--- config.mk ---
export PLATFORM = sky130hd
export DESIGN_NAME = wdsup_top
export DESIGN_NICKNAME = d
export VERILOG_FILES = /design/src/core/wdsup_pkg.sv /design/src/core/wdsup_top.sv
export VERILOG_INCLUDE_DIRS = /design/src /design/src/core
export SDC_FILE = /design/constraint.sdc
export NUM_CORES = 1
export LEC_CHECK = 0
export ABC_AREA = 0
export CAP_MARGIN = 15
export CORE_ASPECT_RATIO = 0.75
export CORE_MARGIN = 2
export CORE_UTILIZATION = 58
export DETAILED_ROUTE_END_ITERATION = 16
export DONT_BUFFER_PORTS = 1
export PLACE_DENSITY = 0.88
export SYNTH_ARGS = -nofsm -noshare
export SYNTH_HDL_FRONTEND = slang
export SYNTH_SLANG_ARGS = --single-unit
--- constraint.sdc ---
create_clock -name MCLK -period 3.05 [get_ports MCLK]
set_input_delay 0.305 -clock MCLK [delete_from_list [all_inputs] [get_ports MCLK]]
set_output_delay 0.305 -clock MCLK [all_outputs]
set_load 0.02 [all_outputs]
--- src/core/wdsup_consts.svh ---
/*
 * Constants of the watchdog supervisor: register offsets, field
 * positions, codes, reset values and time-base figures.
 * Assumes it is included by bare name from the package and top module.
 */
`ifndef WDSUP_CONSTS_SVH
`define WDSUP_CONSTS_SVH

// register offsets
`define WDSUP_ADDR_CTRL      7'h00
`define WDSUP_ADDR_STATUS    7'h05
`define WDSUP_ADDR_NVCFG     7'h74

// control register fields
`define WDSUP_WMC_MSB        7
`define WDSUP_WMC_LSB        5
`define WDSUP_NWP_MSB        3
`define WDSUP_NWP_LSB        0

// operating select codes, any two differ in at least two bits
`define WDSUP_WMC_AUTO       3'h1
`define WDSUP_WMC_TMO        3'h2
`define WDSUP_WMC_WIN        3'h4

// period codes
`define WDSUP_NWP_8MS        4'h8
`define WDSUP_NWP_16MS       4'h1
`define WDSUP_NWP_32MS       4'h2
`define WDSUP_NWP_64MS       4'hB
`define WDSUP_NWP_128MS      4'h4
`define WDSUP_NWP_256MS      4'hD
`define WDSUP_NWP_1024MS     4'hE
`define WDSUP_NWP_4096MS     4'h7
`define WDSUP_NWP_RESET      `WDSUP_NWP_128MS

// nonvolatile config fields and factory presets
`define WDSUP_NV_FORCED_NORMAL_ENABLE_BIT    3
`define WDSUP_NV_SW_DEVELOP_ENABLE_BIT    2
`define WDSUP_NV_FORCED_NORMAL_ENABLE_PRESET 1'b1
`define WDSUP_NV_SW_DEVELOP_ENABLE_PRESET 1'b0

// status register fields
`define WDSUP_ST_FORCED_NORMAL_ACTIVE_BIT    3
`define WDSUP_ST_SW_DEVELOP_ACTIVE_BIT    2
`define WDSUP_PHASE_OFF      2'h0
`define WDSUP_PHASE_FIRST    2'h1
`define WDSUP_PHASE_SECOND   2'h2

// chip operating state codes
`define WDSUP_CHIP_SLEEP     3'h1
`define WDSUP_CHIP_STANDBY   3'h4
`define WDSUP_CHIP_NORMAL    3'h7

// reset source codes
`define WDSUP_RSS_SLEEP_OVF  5'h0C
`define WDSUP_RSS_EARLY      5'h0E
`define WDSUP_RSS_OVERFLOW   5'h0F
`define WDSUP_RSS_ILLEGAL    5'h10

// time base: one watchdog tick is one millisecond
`define WDSUP_CLK_PERIOD_NS  10
`define WDSUP_TICK_NS        1000000
`define WDSUP_TICK_CYCLES    (`WDSUP_TICK_NS / `WDSUP_CLK_PERIOD_NS)
`define WDSUP_PRE_W          17
`define WDSUP_CNT_W          13

`endif

--- src/core/wdsup_pkg.sv ---
/*
 * Types of the watchdog supervisor.
 * Assumes wdsup_consts.svh is on the include path.
 */
`include "wdsup_consts.svh"

package wdsup_pkg;

    // effective watchdog operation
    typedef enum logic [1:0] {
        WDSUP_OP_OFF = 2'b00,
        WDSUP_OP_TMO = 2'b01,
        WDSUP_OP_WIN = 2'b10
    } wdsup_op_t;

    // register write strobe with its address and data
    typedef struct packed {
        logic       en;
        logic [6:0] addr;
        logic [7:0] data;
    } wdsup_wr_t;

    // event outputs toward the reset, interrupt and wake logic
    typedef struct packed {
        logic       rst_req;
        logic [4:0] reset_source_code;
        logic       irq_set;
        logic       wake;
        logic       spi_fail;
    } wdsup_evt_t;

    // whole module state
    typedef struct packed {
        logic [2:0]              wd_operating_select;
        logic [3:0]              wd_period_select;
        logic [7:0]              nvcfg;
        logic [`WDSUP_PRE_W-1:0] pre;
        logic [`WDSUP_CNT_W-1:0] cnt;
        logic [1:0]              phase;
        logic [7:0]              rdata;
        wdsup_evt_t              evt;
    } wdsup_state_t;

endpackage : wdsup_pkg

--- src/core/wdsup_top.sv ---
/*
 * Watchdog supervisor of a system basis chip: control and status
 * registers, mode resolution, period timer and fault reporting.
 * Assumes a register engine delivering decoded write strobes and read
 * addresses on MCLK, a system controller reporting chip state, and an
 * interrupt controller holding the watchdog interrupt pending flag.
 */
//////////////////////////////////////////////////////////////////////////////
// Contract
// - invalid operating or period code discards the write, flags SPI failure
// - valid operating and period codes differ pairwise in two or more bits
// - forced normal state holds the watchdog off
// - window code acts as window watchdog only in Normal
// - timeout code runs timeout in Normal, Standby and Sleep
// - window code runs timeout in Standby or Sleep
// - autonomous code: timeout in Normal, Standby with irq low; else off
// - software development with autonomous code keeps watchdog off
// - software development makes autonomous the reset operating code
// - window: early trigger or elapsed period requests system reset
// - window: second-half trigger restarts a new period
// - timeout: any trigger before overflow restarts the timer
// - timeout overflow sets the watchdog interrupt flag
// - overflow with interrupt still pending requests system reset
// - timeout overflow in Sleep produces a wake-up event
// - phase field: 00 off, 01 first half, 10 second half
// - status bit 3 forced normal, bit 2 software development
// - forced normal preset 1, software development preset 0
// - valid control write triggers and takes effect at once
// - operating code change in Normal requests reset, source 10000
// - eight periods 8 ms to 4096 ms, default 128 ms
//////////////////////////////////////////////////////////////////////////////
`timescale 1ns/1ns
`include "wdsup_consts.svh"

module wdsup_top #(
    parameter int TICK_CYCLES = `WDSUP_TICK_CYCLES
) (
    // clock, enable, resets
    input  wire logic                  MCLK,
    input  wire logic                  CE,
    input  wire logic                  NRST,
    input  wire logic                  POR_N,
    // register access
    input  wire wdsup_pkg::wdsup_wr_t  WR,
    input  wire logic [6:0]            RD_ADDR,
    output logic [7:0]                 RD_DATA,
    // chip state
    input  wire logic [2:0]            CHIP_MODE,
    input  wire logic                  FORCED_NORMAL_STATE,
    input  wire logic                  IRQ_OUT_N,
    input  wire logic                  WD_OVERFLOW_IRQ_PEND,
    input  wire logic                  SPI_FAIL_IRQ_EN,
    // events and status
    output wdsup_pkg::wdsup_evt_t      EVT,
    output logic [1:0]                 WD_PHASE_STATE
);

    // elaboration check: prescaler must fit its counter
    if (TICK_CYCLES < 2 || TICK_CYCLES >= (1 << `WDSUP_PRE_W)) begin : g_chk
        $error("wdsup_top: TICK_CYCLES out of range");
    end

    localparam logic [`WDSUP_PRE_W-1:0] TICK_LAST =
        `WDSUP_PRE_W'(TICK_CYCLES - 1);

    wdsup_pkg::wdsup_state_t s_r;
    wdsup_pkg::wdsup_state_t s_nxt;
    wdsup_pkg::wdsup_op_t    op;
    logic [`WDSUP_CNT_W-1:0] period;
    logic [`WDSUP_CNT_W-1:0] half;
    logic [`WDSUP_CNT_W-1:0] new_period;
    logic                    new_period_ok;
    logic                    new_wmc_ok;
    logic [2:0]              new_wmc;
    logic [3:0]              new_nwp;
    logic                    ctrl_wr;
    logic                    trigger;
    logic                    tick;
    logic                    ovf;
    logic                    early;
    logic                    in_normal;
    logic                    in_standby;
    logic                    in_sleep;
    logic [`WDSUP_CNT_W+1:0] new_lut;
    logic [`WDSUP_CNT_W+1:0] cur_lut;
    logic [2:0]              eff_wmc;

    //////////////////////////////////////////////////////////////////////////
    // period lookup, invalid codes decode as not ok
    function automatic logic [`WDSUP_CNT_W+1:0] nwp_ms(input logic [3:0] c);
        logic [`WDSUP_CNT_W+1:0] r;
        r = '0;
        case (c)
            `WDSUP_NWP_8MS:    r = {1'b1, `WDSUP_CNT_W'(8), 1'b0};
            `WDSUP_NWP_16MS:   r = {1'b1, `WDSUP_CNT_W'(16), 1'b0};
            `WDSUP_NWP_32MS:   r = {1'b1, `WDSUP_CNT_W'(32), 1'b0};
            `WDSUP_NWP_64MS:   r = {1'b1, `WDSUP_CNT_W'(64), 1'b0};
            `WDSUP_NWP_128MS:  r = {1'b1, `WDSUP_CNT_W'(128), 1'b0};
            `WDSUP_NWP_256MS:  r = {1'b1, `WDSUP_CNT_W'(256), 1'b0};
            `WDSUP_NWP_1024MS: r = {1'b1, `WDSUP_CNT_W'(1024), 1'b0};
            `WDSUP_NWP_4096MS: r = {1'b1, `WDSUP_CNT_W'(4096), 1'b0};
            default:           r = '0;
        endcase
        return r;
    endfunction : nwp_ms

    //////////////////////////////////////////////////////////////////////////
    // decode of the chip state and the incoming control write
    always_comb begin
        in_normal  = (CHIP_MODE == `WDSUP_CHIP_NORMAL);
        in_standby = (CHIP_MODE == `WDSUP_CHIP_STANDBY);
        in_sleep   = (CHIP_MODE == `WDSUP_CHIP_SLEEP);
        ctrl_wr    = WR.en && (WR.addr == `WDSUP_ADDR_CTRL);
        new_wmc    = WR.data[`WDSUP_WMC_MSB:`WDSUP_WMC_LSB];
        new_nwp    = WR.data[`WDSUP_NWP_MSB:`WDSUP_NWP_LSB];
        // only three one-hot codes pass, distance two apart
        new_wmc_ok = (new_wmc == `WDSUP_WMC_AUTO) ||
                     (new_wmc == `WDSUP_WMC_TMO)  ||
                     (new_wmc == `WDSUP_WMC_WIN);
        new_lut    = nwp_ms(new_nwp);
        {new_period_ok, new_period} = new_lut[`WDSUP_CNT_W+1:1];
        // a valid write is the trigger
        trigger    = ctrl_wr && new_wmc_ok && new_period_ok;
        // a stored new code rules the operation at once
        eff_wmc    = (trigger && !(in_normal && (new_wmc != s_r.wd_operating_select)))
                     ? new_wmc : s_r.wd_operating_select;
    end

    //////////////////////////////////////////////////////////////////////////
    // effective operation from chip state and stored codes
    always_comb begin
        op = wdsup_pkg::WDSUP_OP_OFF;
        if (FORCED_NORMAL_STATE) begin
            op = wdsup_pkg::WDSUP_OP_OFF;
        end else begin
            case (eff_wmc)
                `WDSUP_WMC_WIN: begin
                    if (in_normal) begin
                        op = wdsup_pkg::WDSUP_OP_WIN;
                    end else if (in_standby || in_sleep) begin
                        op = wdsup_pkg::WDSUP_OP_TMO;
                    end
                end
                `WDSUP_WMC_TMO: begin
                    if (in_normal || in_standby || in_sleep) begin
                        op = wdsup_pkg::WDSUP_OP_TMO;
                    end
                end
                `WDSUP_WMC_AUTO: begin
                    if (s_r.nvcfg[`WDSUP_NV_SW_DEVELOP_ENABLE_BIT]) begin
                        op = wdsup_pkg::WDSUP_OP_OFF;
                    end else if (in_normal || (in_standby && !IRQ_OUT_N)) begin
                        op = wdsup_pkg::WDSUP_OP_TMO;
                    end
                end
                default: op = wdsup_pkg::WDSUP_OP_OFF;
            endcase
        end
    end

    //////////////////////////////////////////////////////////////////////////
    // timer compare points of the current period
    always_comb begin
        cur_lut = nwp_ms(s_r.wd_period_select);
        period  = cur_lut[`WDSUP_CNT_W:1];
        half   = period >> 1;
        tick   = (s_r.pre == TICK_LAST);
        ovf    = (op != wdsup_pkg::WDSUP_OP_OFF) && tick &&
                 (s_r.cnt == period - `WDSUP_CNT_W'(1));
        early  = (s_r.cnt < half);
    end

    //////////////////////////////////////////////////////////////////////////
    // next state: registers, timer, events
    always_comb begin
        s_nxt = s_r;
        // event flags are single-cycle pulses; the reset source code holds its value
        s_nxt.evt.rst_req  = 1'b0;
        s_nxt.evt.irq_set  = 1'b0;
        s_nxt.evt.wake     = 1'b0;
        s_nxt.evt.spi_fail = 1'b0;

        // nonvolatile config write, reserved bits kept zero
        if (WR.en && (WR.addr == `WDSUP_ADDR_NVCFG)) begin
            s_nxt.nvcfg = {2'b00, WR.data[5:0]};
        end

        // control write: invalid codes drop the whole access
        if (ctrl_wr && !trigger) begin
            s_nxt.evt.spi_fail = SPI_FAIL_IRQ_EN;
        end else if (trigger && in_normal && (new_wmc != s_r.wd_operating_select)) begin
            s_nxt.evt.rst_req = 1'b1;
            s_nxt.evt.reset_source_code     = `WDSUP_RSS_ILLEGAL;
        end else if (trigger) begin
            s_nxt.wd_operating_select = new_wmc;
            s_nxt.wd_period_select = new_nwp;
        end

        // period timer; an early window trigger is a fault and also restarts the period
        if (op == wdsup_pkg::WDSUP_OP_OFF) begin
            s_nxt.pre   = '0;
            s_nxt.cnt   = '0;
            s_nxt.phase = `WDSUP_PHASE_OFF;
        end else if (trigger && op == wdsup_pkg::WDSUP_OP_WIN && early &&
                     !(in_normal && new_wmc != s_r.wd_operating_select)) begin
            s_nxt.evt.rst_req = 1'b1;
            s_nxt.evt.reset_source_code     = `WDSUP_RSS_EARLY;
            s_nxt.pre         = '0;
            s_nxt.cnt         = '0;
            s_nxt.phase       = `WDSUP_PHASE_FIRST;
        end else if (trigger) begin
            // restart at the start of a new period
            s_nxt.pre   = '0;
            s_nxt.cnt   = '0;
            s_nxt.phase = `WDSUP_PHASE_FIRST;
        end else if (ovf) begin
            s_nxt.pre   = '0;
            s_nxt.cnt   = '0;
            s_nxt.phase = `WDSUP_PHASE_FIRST;
            if (op == wdsup_pkg::WDSUP_OP_WIN) begin
                s_nxt.evt.rst_req = 1'b1;
                s_nxt.evt.reset_source_code     = `WDSUP_RSS_OVERFLOW;
            end else if (WD_OVERFLOW_IRQ_PEND) begin
                s_nxt.evt.rst_req = 1'b1;
                s_nxt.evt.reset_source_code     = `WDSUP_RSS_OVERFLOW;
            end else begin
                s_nxt.evt.irq_set = 1'b1;
                s_nxt.evt.wake    = in_sleep;
                if (in_sleep) begin
                    s_nxt.evt.reset_source_code = `WDSUP_RSS_SLEEP_OVF;
                end
            end
        end else begin
            // prescaled tick advances the period count
            s_nxt.pre = tick ? '0 : s_r.pre + `WDSUP_PRE_W'(1);
            if (tick) begin
                s_nxt.cnt = s_r.cnt + `WDSUP_CNT_W'(1);
            end
            s_nxt.phase = (s_nxt.cnt < half) ? `WDSUP_PHASE_FIRST
                                             : `WDSUP_PHASE_SECOND;
        end

        // registered read port, unmapped addresses read zero
        case (RD_ADDR)
            `WDSUP_ADDR_CTRL:   s_nxt.rdata = {s_r.wd_operating_select, 1'b0, s_r.wd_period_select};
            `WDSUP_ADDR_STATUS: s_nxt.rdata = {4'h0,
                                    FORCED_NORMAL_STATE,
                                    s_r.nvcfg[`WDSUP_NV_SW_DEVELOP_ENABLE_BIT],
                                    s_r.phase};
            `WDSUP_ADDR_NVCFG:  s_nxt.rdata = s_r.nvcfg;
            default:            s_nxt.rdata = 8'h00;
        endcase

        // system reset: timer off, default codes
        if (!NRST) begin
            s_nxt.wd_operating_select   = s_r.nvcfg[`WDSUP_NV_SW_DEVELOP_ENABLE_BIT] ? `WDSUP_WMC_AUTO
                                                       : `WDSUP_WMC_TMO;
            s_nxt.wd_period_select   = `WDSUP_NWP_RESET;
            s_nxt.pre   = '0;
            s_nxt.cnt   = '0;
            s_nxt.phase = `WDSUP_PHASE_OFF;
            s_nxt.rdata = 8'h00;
            s_nxt.evt   = '0;
        end
        // power-on loads the factory presets of the config bits
        if (!POR_N) begin
            s_nxt.nvcfg = '0;
            s_nxt.nvcfg[`WDSUP_NV_FORCED_NORMAL_ENABLE_BIT] = `WDSUP_NV_FORCED_NORMAL_ENABLE_PRESET;
            s_nxt.nvcfg[`WDSUP_NV_SW_DEVELOP_ENABLE_BIT] = `WDSUP_NV_SW_DEVELOP_ENABLE_PRESET;
            s_nxt.wd_operating_select   = `WDSUP_WMC_TMO;
            s_nxt.wd_period_select   = `WDSUP_NWP_RESET;
            s_nxt.pre   = '0;
            s_nxt.cnt   = '0;
            s_nxt.phase = `WDSUP_PHASE_OFF;
            s_nxt.rdata = 8'h00;
            s_nxt.evt   = '0;
        end
    end

    //////////////////////////////////////////////////////////////////////////
    // state register; resets act even with CE low so startup is defined
    always_ff @(posedge MCLK) begin
        if (CE || !NRST || !POR_N) begin
            s_r <= s_nxt;
        end
    end

    // outputs straight from the state register
    assign RD_DATA        = s_r.rdata;
    assign EVT            = s_r.evt;
    assign WD_PHASE_STATE = s_r.phase;

endmodule : wdsup_top

==> impl_metrics.tcl <==
set metrics [dict create \
    dp.cells 550 \
    syn_nets 524 \
    clkTransAtPathRegs_ns 0.08 \
    clk-insertion-delay-late_ns 0.36 \
    synth-warning-count 0 \
    grt_pass1_vias 3375 \
    antenna_found_initial 0 \
    swShare 0.262 \
    cts_made_buffers 9 \
    track_usage 0.252 \
    synth_edf_count 62 \
    critical_path.top_delay_family "simple AND/OR/NAND/NOR gates" \
    cts_sinks 70 \
    ir_worst_vdd_mv 0.223 \
    power_leakage_nw 1.80 \
    syn_area_sq_mm 0.00466 \
    syn_inst 473 \
    final_cells 570 \
    startpoint_type "register" \
    drt_wl_total_mm 11.2 \
    rows 28 \
    ios 53 \
    intPower_w 0.00164 \
    drc 0 \
    synthArstFlopShare 0 \
    areaGrowthSynthToFinish_pct 5.77 \
    cap_violations 0 \
    grt_pass1_wl_mm 17.1 \
    fillers 587 \
    critPathRequiredTime_ns 3.15 \
    dr.pass1.iters 6 \
    slew_violations 0 \
    io_buffers 0 \
    power_w 0.00223 \
    finalInstanceArea_sq_mm 0.00493 \
    status "complete, but fails checks" \
    fin_crit_ns 3.08 \
    cts_tree "done" \
    place_area_sq_mm 0.00463 \
    wl_per_cell_um 19.7 \
    critPathSlowestCell "edfxtp_1" \
    detailed_place_hpwl_mm 7.62 \
    final.setup_skew_ns 0.0123 \
    dieWidth_um 108 \
    critical_path_class "register to register" \
    p_sw_w 0.000585 \
    p_per_area_mw_per_mm2 452 \
    path_max_fanout 3 \
    hold_violations 0 \
    clkPwrFrac 0.376 \
    cts.path.max_buffers 2 \
    crit_path_max_incr_delay_ns 0.48 \
    worstSetupEndpointType "register" \
    post-place-ws_ns -0.0156 \
    setup_viol 1 \
    first_iter_violations 481 \
    clockRootBuffer "clkbuf_8" \
    diodes 0 \
    layout-drive-gt1-share 0.123 \
    fin_crit_sh 1.01 \
    via_count 3730 \
    gp_congestion 0.943 \
    hp-class "input port to register" \
    hold_buffers 0 \
    synth.distinct_cells 68 \
    synth-seq-cells 70 \
    synth-seq-area-share 0.434 \
    cts_max_level 3 \
    fin_util 0.628 \
    setup_ws_ns -0.0321 \
    die_area_sq_mm 0.00878 \
    core-area_sq_mm 0.00785 \
    p_comb_frac 0.108 \
    start_util 0.594 \
    grt_max_degree 35 \
    crit_buf_inv 1 \
    ys.flop_type "edfxtp_1" \
    die_h_um 81.6 \
    critical_path_arrival_ns 3.18 \
    p_seq_frac 0.516 \
    synth.avg_cell_area_sq_um 9.86 \
    grt.overflow.total 0 \
    worst_pin_slew_ns 0.870 \
    violations "negative setup slack" \
    nets 512 \
    rsz0062_at_grt "yes" \
    cp_cell_sequence "nor4b_2, nand4_2, nor3_1, buf_4, nand3_1, xnor2_1, ha_1, nand2_1, a31oi_2, a2111oi_4, o311a_1" \
    vias_per_cell 6.54 \
    ant_nets 0 \
    max_freq_mhz 324 \
    relSlewSlack 0.419 \
]
[cells in the final DEF, fill, tap and decap left out, types with 3 or more instances in the layout]
cell / count
nor2_1: 59
inv_1: 21
nand4_1: 11
nand2_1: 26
or4b_1: 3
ha_1: 16
dfxtp_1: 8
nor4_1: 4
and3_1: 13
o21ai_0: 9
and2_1: 8
edfxtp_1: 62
nand3_1: 22
nor2b_1: 10
nand2b_1: 4
a21oi_1: 12
a22oi_1: 3
a31oi_1: 10
a21o_1: 4
clkbuf_8: 9
buf_4: 15
or3_1: 4
xor2_1: 21
xnor2_1: 22
nor3b_1: 7
a222oi_1: 3
nor3_1: 14
[power groups by stage]
stage	combinational [W]	sequential (W)	clock (W)
6_report	0.000241	0.00115	0.000837
5_1_grt	0.000263	0.00115	0.000874
4_1_cts	0.000219	0.00115	0.000838
3_5_place_dp	0.000216	0.00117	0
3_3_place_gp	0.000208	0.00116	0
2_1_floorplan	0.000210	0.00113	0
[stage by stage]
stage               TNS (ns)  hold slack, ns
floorplan                  0           0.483
global placement           0           0.482
detailed placement   -0.0312           0.479
CTS                        0           0.112
global route          -0.288           0.115
finish               -0.0321           0.122
[per-layer routing]
metal | global-route usage | up-vias | share of wire | routed length [um]
li1 | - | 1695 | - | -
met1 | 0.358 | 1749 | 0.42 | 4750
met2 | 0.393 | 259 | 0.46 | 5140
met3 | 0.0603 | 27 | 0.099 | 1110
met4 | 0.0615 | 0 | 0.019 | 211
met5 | 0 | - | 0 | 0
[sequential cells by signal, indices dropped and copies added (netlist names)]
name            flops
s_r                43
WD_PHASE_STATE      2
RD_DATA             8
cur_lut             8
EVT                 9
[path summary, 6_finish.rpt]
check / startpoint / end / slack [ns] / cells past startpoint
min reg2reg: s_r[53]$_SDFFCE_PN0P_ / RD_DATA[4]$_SDFFCE_PN0P_ / 0.54 / 1
max reg2reg: s_r[43]$_SDFFCE_PP0P_ / WD_PHASE_STATE[0]$_SDFFCE_PP0P_ / -0.03 / 11
max: s_r[43]$_SDFFCE_PP0P_ / WD_PHASE_STATE[0]$_SDFFCE_PP0P_ / -0.03 / 11
min: POR_N / s_r[52]$_SDFFCE_PN1P_ / 0.12 / 1
[layout make-up]
type | count | area (sq um) | share of cell area
inverter | 21 | 78.8 | 0.0160
multi-input combinational | 344 | 2380 | 0.482
clock buffer | 9 | 124 | 0.0251
sequential | 70 | 2020 | 0.410
timing repair buffer | 15 | 113 | 0.0228
clock inverter | 6 | 86.3 | 0.0175
tap | 105 | 131 | 0.0266
[synth_stat cells (4+ instances only)]
cell type	n	share of area
and2_1	8	0.011
o21ai_0	9	0.0097
or3_1	4	0.0054
a31oi_1	11	0.015
ha_1	17	0.046
nand2b_1	5	0.0067
nand3_1	23	0.025
inv_1	21	0.017
clkbuf_1	9	0.0072
dfxtp_1	8	0.034
nand2_1	26	0.021
nor3b_1	7	0.011
nor2_1	60	0.048
a21o_1	4	0.0064
buf_2	5	0.0054
nand4_1	11	0.015
buf_4	19	0.031
nor2b_1	10	0.013
edfxtp_1	62	0.40
nor3_1	14	0.015
nor4_1	5	0.0067
and3_1	13	0.017
a21oi_1	13	0.014
xnor2_1	23	0.043
xor2_1	21	0.039
[timing repair]
item                                    in CTS  in global routing
pin swaps                                    1                 10
setup buffers                                1                  4
gates cloned                                 0                  0
resized for setup                            0                 12
endpoints found under the setup margin       2                  2
[cells by family after synthesis]
family | after synthesis | share of synthesized area
mux | 2 | 0.00429
simple gates | 214 | 0.263
fa+ha+maj | 17 | 0.0456
xor+xnor | 44 | 0.0827
buf+inv | 59 | 0.0695
flops | 70 | 0.434
compound gates | 67 | 0.101
Power figures use the tool's default switching activity.
